### src/verilog/ctrl_port_pkg.sv
// constants and carrier types for the control port and slave port status
package ctrl_port_pkg;

    // ------------------------------------------------------------------
    // register map
    // ------------------------------------------------------------------
    localparam logic [7:0] ADDR_CONTROL_PORT_DATA  = 8'h09;
    localparam logic [7:0] ADDR_PIN_DIR_STATUS     = 8'h89;
    localparam logic [7:0] ADDR_SLAVE_DATA_PORT    = 8'h08;
    localparam logic [7:0] ADDR_IRQ_STATUS         = 8'h0C;
    localparam logic [7:0] ADDR_IRQ_MASK           = 8'h8C;
    localparam logic [7:0] ADDR_RMW_OP             = 8'hF0;

    // ------------------------------------------------------------------
    // field positions
    // ------------------------------------------------------------------
    localparam int BIT_INPUT_BUFFER_FULL  = 7;
    localparam int BIT_OUTPUT_BUFFER_FULL = 6;
    localparam int BIT_INPUT_OVERRUN      = 5;
    localparam int BIT_SLAVE_PORT_ENABLE  = 4;
    localparam int BIT_READ_STROBE_PIN    = 0;
    localparam int BIT_STORE_STROBE_PIN   = 1;
    localparam int BIT_SELECT_PIN         = 2;
    localparam int BIT_IRQ_WRITE_DONE     = 0;
    localparam int BIT_IRQ_READ_DONE      = 1;
    localparam int BIT_IRQ_OVERRUN        = 2;
    localparam int BIT_RMW_SET            = 3;

    // ------------------------------------------------------------------
    // reset values
    // ------------------------------------------------------------------
    localparam logic [2:0] RST_DIRECTION   = 3'h7;
    localparam logic [2:0] RST_PORT_LATCH  = 3'h0;
    localparam logic [2:0] RST_IRQ_MASK    = 3'h0;

    // ------------------------------------------------------------------
    // carrier types
    // ------------------------------------------------------------------
    typedef struct packed {
        logic [7:0] addr;
        logic [7:0] wdata;
        logic       wr;
        logic       rd;
    } reg_req_t;

    typedef struct packed {
        logic [2:0] out;
        logic [2:0] oe;
    } pin_drive_t;

endpackage : ctrl_port_pkg

### src/verilog/strobe_edge.sv
// falling/rising detector for one active-low strobe pin
`timescale 1ns/100ps
module strobe_edge (
    input  wire logic clk_sys,
    input  wire logic rst,
    input  wire logic level,
    output logic      fall,
    output logic      rise
);
    logic prev_r;

    always_ff @(posedge clk_sys) begin
        if (rst) begin
            prev_r <= 1'b1;
        end else begin
            prev_r <= level;
        end
    end

    assign fall = prev_r & ~level;
    assign rise = ~prev_r & level;
endmodule : strobe_edge

### src/verilog/control_port.sv
// three-pin control port with slave port direction and status register
`timescale 1ns/100ps
module control_port (
    input  wire logic                    clk_sys,
    input  wire logic                    rst,
    input  wire logic                    por_rst,
    input  wire logic [7:0]              bus_addr,
    input  wire logic [7:0]              bus_wdata,
    input  wire logic                    bus_wr,
    input  wire logic                    bus_rd,
    output logic      [7:0]              bus_rdata,
    input  wire logic [2:0]              pin_in,
    output logic      [2:0]              pin_out,
    output logic      [2:0]              pin_oe,
    input  wire logic [7:0]              slave_data_in,
    output logic      [7:0]              slave_data_out,
    output logic                         slave_data_oe,
    output logic                         irq
);
    // ------------------------------------------------------------------
    // request bundle
    // ------------------------------------------------------------------
    ctrl_port_pkg::reg_req_t   req;
    ctrl_port_pkg::pin_drive_t drive_nxt;

    assign req.addr  = bus_addr;
    assign req.wdata = bus_wdata;
    assign req.wr    = bus_wr;
    assign req.rd    = bus_rd;

    // ------------------------------------------------------------------
    // state
    // ------------------------------------------------------------------
    logic [2:0] port_latch_r;
    logic [2:0] direction_r;
    logic       slave_port_enable_r;
    logic       input_buffer_full_r;
    logic       output_buffer_full_r;
    logic       input_overrun_flag_r;
    logic [7:0] slave_in_latch_r;
    logic [7:0] slave_out_latch_r;
    logic [2:0] irq_status_r;
    logic [2:0] irq_mask_r;
    logic       write_active_r;
    logic       read_active_r;

    // ------------------------------------------------------------------
    // decode
    // ------------------------------------------------------------------
    logic wr_port;
    logic wr_dir;
    logic wr_slave;
    logic wr_mask;
    logic wr_rmw;
    logic rd_slave;
    logic rd_irq;

    assign wr_port  = req.wr
                   && req.addr == ctrl_port_pkg::ADDR_CONTROL_PORT_DATA;
    assign wr_dir   = req.wr && req.addr == ctrl_port_pkg::ADDR_PIN_DIR_STATUS;
    assign wr_slave = req.wr && req.addr == ctrl_port_pkg::ADDR_SLAVE_DATA_PORT;
    assign wr_mask  = req.wr && req.addr == ctrl_port_pkg::ADDR_IRQ_MASK;
    assign wr_rmw   = req.wr && req.addr == ctrl_port_pkg::ADDR_RMW_OP;
    assign rd_slave = req.rd && req.addr == ctrl_port_pkg::ADDR_SLAVE_DATA_PORT;
    assign rd_irq   = req.rd && req.addr == ctrl_port_pkg::ADDR_IRQ_STATUS;

    // ------------------------------------------------------------------
    // strobe edges of the slave port control pins
    // ------------------------------------------------------------------
    logic rd_req_n;
    logic wr_req_n;
    logic rd_fall;
    logic rd_rise;
    logic wr_fall;
    logic wr_rise;

    // strobes only count while selected
    assign rd_req_n = pin_in[ctrl_port_pkg::BIT_READ_STROBE_PIN]
                    | pin_in[ctrl_port_pkg::BIT_SELECT_PIN];
    assign wr_req_n = pin_in[ctrl_port_pkg::BIT_STORE_STROBE_PIN]
                    | pin_in[ctrl_port_pkg::BIT_SELECT_PIN];

    strobe_edge u_rd_edge (
        .clk_sys (clk_sys),
        .rst     (rst),
        .level   (rd_req_n),
        .fall    (rd_fall),
        .rise    (rd_rise)
    );

    strobe_edge u_wr_edge (
        .clk_sys (clk_sys),
        .rst     (rst),
        .level   (wr_req_n),
        .fall    (wr_fall),
        .rise    (wr_rise)
    );

    logic ext_rd_start;
    logic ext_rd_done;
    logic ext_wr_start;
    logic ext_wr_done;

    assign ext_rd_start = slave_port_enable_r & rd_fall;
    assign ext_rd_done  = slave_port_enable_r & rd_rise & read_active_r;
    assign ext_wr_start = slave_port_enable_r & wr_fall;
    assign ext_wr_done  = slave_port_enable_r & wr_rise & write_active_r;

    always_ff @(posedge clk_sys) begin
        if (rst) begin
            read_active_r  <= 1'b0;
            write_active_r <= 1'b0;
        end else begin
            if (ext_rd_start) begin
                read_active_r <= 1'b1;
            end else if (ext_rd_done || !slave_port_enable_r) begin
                read_active_r <= 1'b0;
            end
            if (ext_wr_start) begin
                write_active_r <= 1'b1;
            end else if (ext_wr_done || !slave_port_enable_r) begin
                write_active_r <= 1'b0;
            end
        end
    end

    // ------------------------------------------------------------------
    // control port latch: power-on reset only
    // ------------------------------------------------------------------
    logic [2:0] rmw_value;
    logic [2:0] rmw_bit;

    // modify starts from the pin levels, so input bits load their pins
    always_comb begin
        rmw_bit = 3'h0;
        rmw_bit[req.wdata[1:0] == 2'h3 ? 2'h2 : req.wdata[1:0]] = 1'b1;
        if (req.wdata[ctrl_port_pkg::BIT_RMW_SET]) begin
            rmw_value = pin_in | rmw_bit;
        end else begin
            rmw_value = pin_in & ~rmw_bit;
        end
    end

    always_ff @(posedge clk_sys) begin
        if (por_rst) begin
            port_latch_r <= ctrl_port_pkg::RST_PORT_LATCH;
        end else if (wr_port) begin
            port_latch_r <= req.wdata[2:0];
        end else if (wr_rmw) begin
            port_latch_r <= rmw_value;
        end
    end

    // ------------------------------------------------------------------
    // direction and mode
    // ------------------------------------------------------------------
    always_ff @(posedge clk_sys) begin
        if (rst || por_rst) begin
            direction_r         <= ctrl_port_pkg::RST_DIRECTION;
            slave_port_enable_r <= 1'b0;
        end else if (wr_dir) begin
            direction_r         <= req.wdata[2:0];
            slave_port_enable_r <=
                req.wdata[ctrl_port_pkg::BIT_SLAVE_PORT_ENABLE];
        end
    end

    // ------------------------------------------------------------------
    // slave port buffers and flags
    // ------------------------------------------------------------------
    always_ff @(posedge clk_sys) begin
        if (rst || por_rst) begin
            slave_in_latch_r <= 8'h00;
        end else if (ext_wr_start || (write_active_r && !ext_wr_done)) begin
            slave_in_latch_r <= slave_data_in;
        end
    end

    always_ff @(posedge clk_sys) begin
        if (rst || por_rst) begin
            slave_out_latch_r <= 8'h00;
        end else if (wr_slave) begin
            slave_out_latch_r <= req.wdata;
        end
    end

    always_ff @(posedge clk_sys) begin
        if (rst || por_rst) begin
            input_buffer_full_r <= 1'b0;
        end else if (!slave_port_enable_r) begin
            input_buffer_full_r <= 1'b0;
        end else if (ext_wr_done) begin
            input_buffer_full_r <= 1'b1;
        end else if (rd_slave) begin
            input_buffer_full_r <= 1'b0;
        end
    end

    always_ff @(posedge clk_sys) begin
        if (rst || por_rst) begin
            output_buffer_full_r <= 1'b0;
        end else if (!slave_port_enable_r) begin
            output_buffer_full_r <= 1'b0;
        end else if (ext_rd_start) begin
            output_buffer_full_r <= 1'b0;
        end else if (wr_slave) begin
            output_buffer_full_r <= 1'b1;
        end
    end

    always_ff @(posedge clk_sys) begin
        if (rst || por_rst) begin
            input_overrun_flag_r <= 1'b0;
        end else if (ext_wr_done && input_buffer_full_r && !rd_slave) begin
            input_overrun_flag_r <= 1'b1;
        end else if (wr_dir) begin
            input_overrun_flag_r <=
                req.wdata[ctrl_port_pkg::BIT_INPUT_OVERRUN];
        end
    end

    // ------------------------------------------------------------------
    // interrupt status and mask
    // ------------------------------------------------------------------
    logic [2:0] irq_event;

    assign irq_event[ctrl_port_pkg::BIT_IRQ_WRITE_DONE] = ext_wr_done;
    assign irq_event[ctrl_port_pkg::BIT_IRQ_READ_DONE]  = ext_rd_done;
    assign irq_event[ctrl_port_pkg::BIT_IRQ_OVERRUN]    =
        ext_wr_done & input_buffer_full_r & ~rd_slave;

    // set beats the read clear
    always_ff @(posedge clk_sys) begin
        if (rst || por_rst) begin
            irq_status_r <= 3'h0;
        end else if (rd_irq) begin
            irq_status_r <= irq_event;
        end else begin
            irq_status_r <= irq_status_r | irq_event;
        end
    end

    always_ff @(posedge clk_sys) begin
        if (rst || por_rst) begin
            irq_mask_r <= ctrl_port_pkg::RST_IRQ_MASK;
        end else if (wr_mask) begin
            irq_mask_r <= req.wdata[2:0];
        end
    end

    always_ff @(posedge clk_sys) begin
        if (rst || por_rst) begin
            irq <= 1'b0;
        end else begin
            irq <= |(irq_status_r & irq_mask_r);
        end
    end

    // ------------------------------------------------------------------
    // slave data drive
    // ------------------------------------------------------------------
    logic slave_rd_drive;

    // drivers lag the mode bit a cycle; a driven low latch is no read
    assign slave_rd_drive = slave_port_enable_r & ~rd_req_n & ~|pin_oe;

    // ------------------------------------------------------------------
    // pin drivers
    // ------------------------------------------------------------------
    always_comb begin
        drive_nxt.out = port_latch_r;
        if (slave_port_enable_r) begin
            drive_nxt.oe = 3'h0;
        end else begin
            drive_nxt.oe = ~direction_r;
        end
    end

    always_ff @(posedge clk_sys) begin
        if (rst || por_rst) begin
            pin_out        <= 3'h0;
            pin_oe         <= 3'h0;
            slave_data_out <= 8'h00;
            slave_data_oe  <= 1'b0;
        end else begin
            pin_out        <= drive_nxt.out;
            pin_oe         <= drive_nxt.oe;
            slave_data_out <= slave_out_latch_r;
            slave_data_oe  <= slave_rd_drive;
        end
    end

    // ------------------------------------------------------------------
    // read data, one cycle after the strobe
    // ------------------------------------------------------------------
    always_ff @(posedge clk_sys) begin
        if (rst) begin
            bus_rdata <= 8'h00;
        end else if (req.rd) begin
            unique case (req.addr)
                ctrl_port_pkg::ADDR_CONTROL_PORT_DATA:
                    bus_rdata <= {5'h00, pin_in};
                ctrl_port_pkg::ADDR_PIN_DIR_STATUS:
                    bus_rdata <= {input_buffer_full_r,
                                  output_buffer_full_r,
                                  input_overrun_flag_r,
                                  slave_port_enable_r,
                                  1'b0, direction_r};
                ctrl_port_pkg::ADDR_SLAVE_DATA_PORT:
                    bus_rdata <= slave_in_latch_r;
                ctrl_port_pkg::ADDR_IRQ_STATUS:
                    bus_rdata <= {5'h00, irq_status_r};
                ctrl_port_pkg::ADDR_IRQ_MASK:
                    bus_rdata <= {5'h00, irq_mask_r};
                default:
                    bus_rdata <= 8'h00;
            endcase
        end else begin
            bus_rdata <= 8'h00;
        end
    end

endmodule : control_port

### config.mk
export PLATFORM = sky130hd
export DESIGN_NAME = control_port
export DESIGN_NICKNAME = d
export VERILOG_FILES = /design/src/verilog/ctrl_port_pkg.sv /design/src/verilog/strobe_edge.sv /design/src/verilog/control_port.sv
export SDC_FILE = /design/constraint.sdc
export NUM_CORES = 1
export LEC_CHECK = 0
export ABC_AREA = 0
export BUFFER_PORTS_ARGS = -buffer_cell sky130_fd_sc_hd__buf_2
export CORE_ASPECT_RATIO = 1.1
export CORE_MARGIN = 1.5
export CORE_UTILIZATION = 40
export CTS_BUF_LIST = sky130_fd_sc_hd__clkbuf_16
export DETAILED_ROUTE_END_ITERATION = 12
export SYNTH_ARGS = -nofsm -noshare
export SYNTH_HDL_FRONTEND = slang
export SYNTH_SLANG_ARGS = --single-unit
### constraint.sdc
create_clock -name clk_sys -period 1.5 [get_ports clk_sys]
set_input_delay 0.075 -clock clk_sys [delete_from_list [all_inputs] [get_ports clk_sys]]
set_output_delay 0.075 -clock clk_sys [all_outputs]
set_load 0.05 [all_outputs]
## Yosys cells after proc, flatten, opt, wreduce, memory -nomap -nowiden

Cells that the tools add are included.
Widths: inputs -> output; s select.

| word-level totals | value |
|---|---|
| register bits after elaboration | 60 |
| bits of input ports | 32 |
| word-level logic and storage cells | 104 |

| operators by class | value |
|---|---|
| magnitude comparators | 2 |
| equality and inequality tests | 7 |
| muxes and demuxes | 16 |
| bitwise operators | 29 |
| reduce and logical (&&, ||, !) cells | 30 |

Operators with widths:

| kind | count |
|---|---|
| $pmux 8 s5 | 1 |
| $eq 8x4->1 const B | 3 |
| $eq 8x8->1 const B | 3 |
| $and 1x1->1 | 14 |
| $mux 3 | 4 |
| $logic_and 1x1->1 | 11 |
| $reduce_bool 2->1 | 5 |
| $mux 1 | 9 |
| $reduce_or 3->1 | 3 |
| $not 1->1 | 7 |
| $and 3x3->3 | 2 |
| $not 3->3 | 2 |
| $or 3x3->3 | 2 |
| $reduce_or 2->1 | 3 |
| $logic_not 1->1 | 4 |
| $logic_or 1x1->1 | 4 |
| $lt 2x3->1 const B | 1 |
| $demux 1 s2 | 1 |
| $eq 2x2->1 const B | 1 |
| $ge 2x1->1 const B | 1 |
| $mux 2 | 1 |
| $or 1x1->1 | 2 |

## Depth between registers and ports, before layout

| logic depth | value |
|---|---|
| depth after elaboration | 11 |
| mapped depth | 6 |
| gate-level depth less buffers | 4 |

## By module

Synthesis repeated with hierarchy kept, for this count alone.

| unflattened totals | value |
|---|---|
| cells, all modules | 252 |
| area total of the unflattened synthesis | 2382.3 um2 |

Modules (own cells, without submodules):

| module | times used | cells an instance | area each (um2) | sequential area each (um2) |
|---|---|---|---|---|
| control_port | 1 | 244 | 2302.2 | 1161.1 |
| strobe_edge | 2 | 4 | 40.0 | 20.0 |

## Least setup slack after synthesis

OpenSTA, ideal clock, no wires.

| path | value |
|---|---|
| kind | input to register |
| start point | input bus_addr[5] |
| end point | register slave_out_latch_r[7] |
| arrival | 1.196 ns |
| data required time | 1.430 ns |
| slack | 0.234 ns |
| stages on the path | 4 |
| cells stage by stage | or4_4 nor3b_4 nand3_1 a21oi_1 |

| on the way | value |
|---|---|
| longest elaborated chain between the ends | 2 |

Ends and longest elaborated chain:

| what | line | source |
|---|---|---|
| from (decl) | control_port.sv:7 | `input wire logic [7:0] bus_addr,` |
| $eq 8x4->1 | control_port.sv:61 | `assign wr_slave = req.wr && req.addr == ctrl_port_pkg::ADDR_SLAVE_DATA_PORT;` |
| $logic_and 1x1->1 | control_port.sv:61 |  |
| to (signal assigned) | control_port.sv:183 | `slave_out_latch_r <= req.wdata;` |
| to (decl) | control_port.sv:41 | `logic [7:0] slave_out_latch_r;` |

Every way passes these cells.
A chain may end at the register's enable or synchronous reset.

## Worst setup path in the final report

| path | value |
|---|---|
| start point | input por_rst |
| end point | register pin_oe[1] |

| on the way | value |
|---|---|
| longest elaborated chain between the ends | 2 |

Ends and longest elaborated chain:

| what | line | source |
|---|---|---|
| from (decl) | control_port.sv:6 | `input wire logic por_rst,` |
| $logic_or 1x1->1 | control_port.sv:280 | `if (rst \|\| por_rst) begin` |
| $reduce_or 2->1 (no source line) | -- |  |
| to (signal assigned) | control_port.sv:287 | `pin_oe <= drive_nxt.oe;` |
| to (decl) | control_port.sv:14 | `output logic [2:0] pin_oe,` |

Every way passes these cells.

==> flow_metrics.tcl <==
set metrics [dict create \
    grt_pass1_wl_mm 10.1 \
    dp_slack_ns 0.0142 \
    leakage_uw 0.00128 \
    power.switching_uw 756 \
    synth-seq-area-share_pct 50.9 \
    avgSynthCellArea_um2 9.40 \
    swShare_pct 21.5 \
    clk_pin_slew_ns 0.05 \
    core_mm2 0.00573 \
    drcViolationCount 0 \
    via_per_inst 5.07 \
    crit_start "por_rst" \
    final_nets 359 \
    drv_cap 0 \
    internal_power_uw 2760 \
    worstReg2RegEnd "slave_in_latch_r[2]" \
    crit_end "pin_oe[1]" \
    avgRoutedWirePerCell_um 14.0 \
    cts.sink_count 60 \
    grt_use_total_pct 20.1 \
    synth-edff-count 0 \
    ys_seq_elements 60 \
    gp_congestion 0.791 \
    clkPwrFrac_pct 49.6 \
    reg2reg_depth 4 \
    clk_path_buf_depth 2 \
    cp-end-kind "flip-flop" \
    grt_setup_unrepaired "no" \
    synth_nets 283 \
    timing.fmax_mhz 751 \
    start_util_pct 41.2 \
    htree_num_levels 3 \
    reg2reg_from "slave_port_enable_r" \
    powerDensity_mw_per_mm2 1130 \
    area_delta_synth_final_pct 32.2 \
    post-cts-setup-buffer-count 0 \
    top_level_ports 56 \
    period_share_pct 88.8 \
    dp_hpwl_mm 4.16 \
    ctsResizeCount 0 \
    setup_violations 0 \
    comb_power_share_pct 4.8 \
    die_area_mm2 0.00637 \
    cts_made_buffers 9 \
    synthCells 251 \
    slew_headroom_pct 71.2 \
    setup_ws_ns 0.168 \
    ys_async_sr_fraction_pct 0 \
    drt_pre_antenna_iters 4 \
    synth-main-ff-cell "dfxtp_1" \
    antenna_cells 0 \
    totalWireLength_mm 5.73 \
    cts_tree "yes" \
    report.final.slew_viol_count 0 \
    clk_latency_ns 0.32 \
    drive_above_1_share_pct 28.9 \
    num_vias 2074 \
    p_seq_share_pct 45.6 \
    hold_viol 0 \
    hold_buffers 1 \
    die_w_um 76.2 \
    syn-cell-area_mm2 0.00236 \
    row_count 29 \
    drt-initial-drc-count 93 \
    ir_worst_vdd_v 0.000755 \
    worstPathArrival_ns 1.56 \
    worst_pin_slew_ns 0.421 \
    ant_nets 0 \
    grt_max_degree 15 \
    criticalPathCategory "primary input to flip-flop" \
    fillCellCount 563 \
    r2r_setup_slack_ns 0.23 \
    synth_cell_type_count 44 \
    multiInputGateArea_mm2 0.00110 \
    clock_skew_ns 0.00407 \
    register_area_mm2 0.00120 \
    cp_max_fo 12 \
    startpoint_type "primary input" \
    cp_data_required_time_ns 1.73 \
    status "finished, final reports clean" \
    finalPower_uw 3510 \
    grt.overflow.total 0 \
    numPortBuffers 55 \
    die_y_um 83.6 \
    ys.warnings.count 0 \
    hp-class "primary input to flip-flop" \
    fin_crit_ns 1.33 \
    final_core_util_pct 54.4 \
    finalSetupTns_ns 0 \
    root_buffer "clkbuf_16" \
    grt_pass1_vias 2062 \
    antenna_found_initial 0 \
]
-- final cells by class --
class,instances,area share (%)
multi-input combinational,176,35.3
timing repair buffer,76,14.4
tap,77,3.09
clock buffer,9,7.22
inverter,4,0.481
sequential,60,38.5
clock inverter,7,1.08
-- critical path, stage by stage --
cell,delay [ns]
dlygate4sd3_1,0.53
buf_2,0.16
or2_1,0.40
buf_4,0.24
nor3_1,0.17
-- synth_stat cells, types with 2 or more instances --
cell       count  area share (%)
a22oi_1       10             3.2
nor3_1         5             1.1
or3_1          3            0.80
o22a_1         3             1.1
nand3_1       24             5.1
nor2_1        22             3.5
clkbuf_1       9             1.4
and4bb_1       2             1.1
dfxtp_1       60              51
buf_2          2            0.42
nand2b_1       3            0.80
mux2i_1        9             3.8
inv_1          4            0.64
nand2_1       16             2.5
mux2_1         3             1.4
and2_1        12             3.2
nor3b_1        2            0.64
or2_1          2            0.53
nand4bb_1      2            0.95
o21ai_1       10             2.1
nand4b_1       2            0.74
a21oi_1       24             5.1
-- how the worst min path moves through the flow --
stage / slack, ns / startpoint / endpoint / cells past startpoint
4_1_cts: 0.006 / bus_wdata[7] / slave_out_latch_r[7] / 3
3_3_place_gp: 0.32 / por_rst / port_latch_r[2] / 2
6_report: 0.009 / bus_wdata[7] / slave_out_latch_r[7] / 3
5_1_grt: 0.03 / slave_data_in[5] / slave_in_latch_r[5] / 3
3_5_place_dp: 0.33 / por_rst / port_latch_r[1] / 2
2_1_floorplan: 0.14 / por_rst / port_latch_r[0] / 1
-- flip-flops by register name (all words and copies together) (netlist names), 3 cells and up --
signal             count
bus_rdata              8
slave_data_out         8
slave_in_latch_r       8
slave_out_latch_r      8
direction_r            3
irq_mask_r             3
irq_status_r           3
pin_oe                 3
pin_out                3
port_latch_r           3
-- layer usage --
metal / share of wire (%) / track usage [%] / vias to the layer above
met3: 3.9 / 4.26 / 7
met5: 0 / 0 / -
li1: - / - / 1071
met2: 48 / 32.5 / 50
met4: 1.7 / 8.59 / 0
met1: 46 / 25.9 / 946
-- cells by family after synthesis --
family                 count (synthesis)  synth area share (%)
buffers and inverters                 15                  2.49
DFF                                   60                  50.9
muxes                                 13                  5.73
and+or+nand+nor                      104                  25.1
AOI/OAI and AO/OA                     59                  15.8
-- per-stage QoR --
stage | cell area [um2] | hold slack, ns | cells
global route | 3120 | 0.0283 | 409
detailed placement | 2850 | 0.328 | 392
CTS | 3120 | 0.00629 | 409
global placement | 2850 | 0.322 | 392
finish | 3120 | 0.00855 | 409
floorplan | 2360 | 0.144 | 251
-- power by group through the flow --
| stage | combinational, uW | sequential, uW | clock (uW) |
|---|---|---|---|
| CTS | 169 | 1600 | 1780 |
| finish | 169 | 1600 | 1740 |
| global route | 187 | 1600 | 1870 |
| floorplan | 67.3 | 1630 | 0 |
| detailed placement | 167 | 1630 | 0 |
| global placement | 165 | 1630 | 0 |
-- cells in the final DEF (no fill, tap or decap), types with 4 or more instances in the layout --
cell type  Yosys  layout
a21oi_1       24      24
a22oi_1       10      10
and2_1        12      12
buf_2          2      55
buf_4          0      19
clkbuf_16      0       9
dfxtp_1       60      60
inv_1          4       4
mux2i_1        9       9
nand2_1       16      16
nand3_1       24      24
nor2_1        22      22
nor3_1         5       5
o21ai_1       10      10
Power figures use the tool's default switching activity.
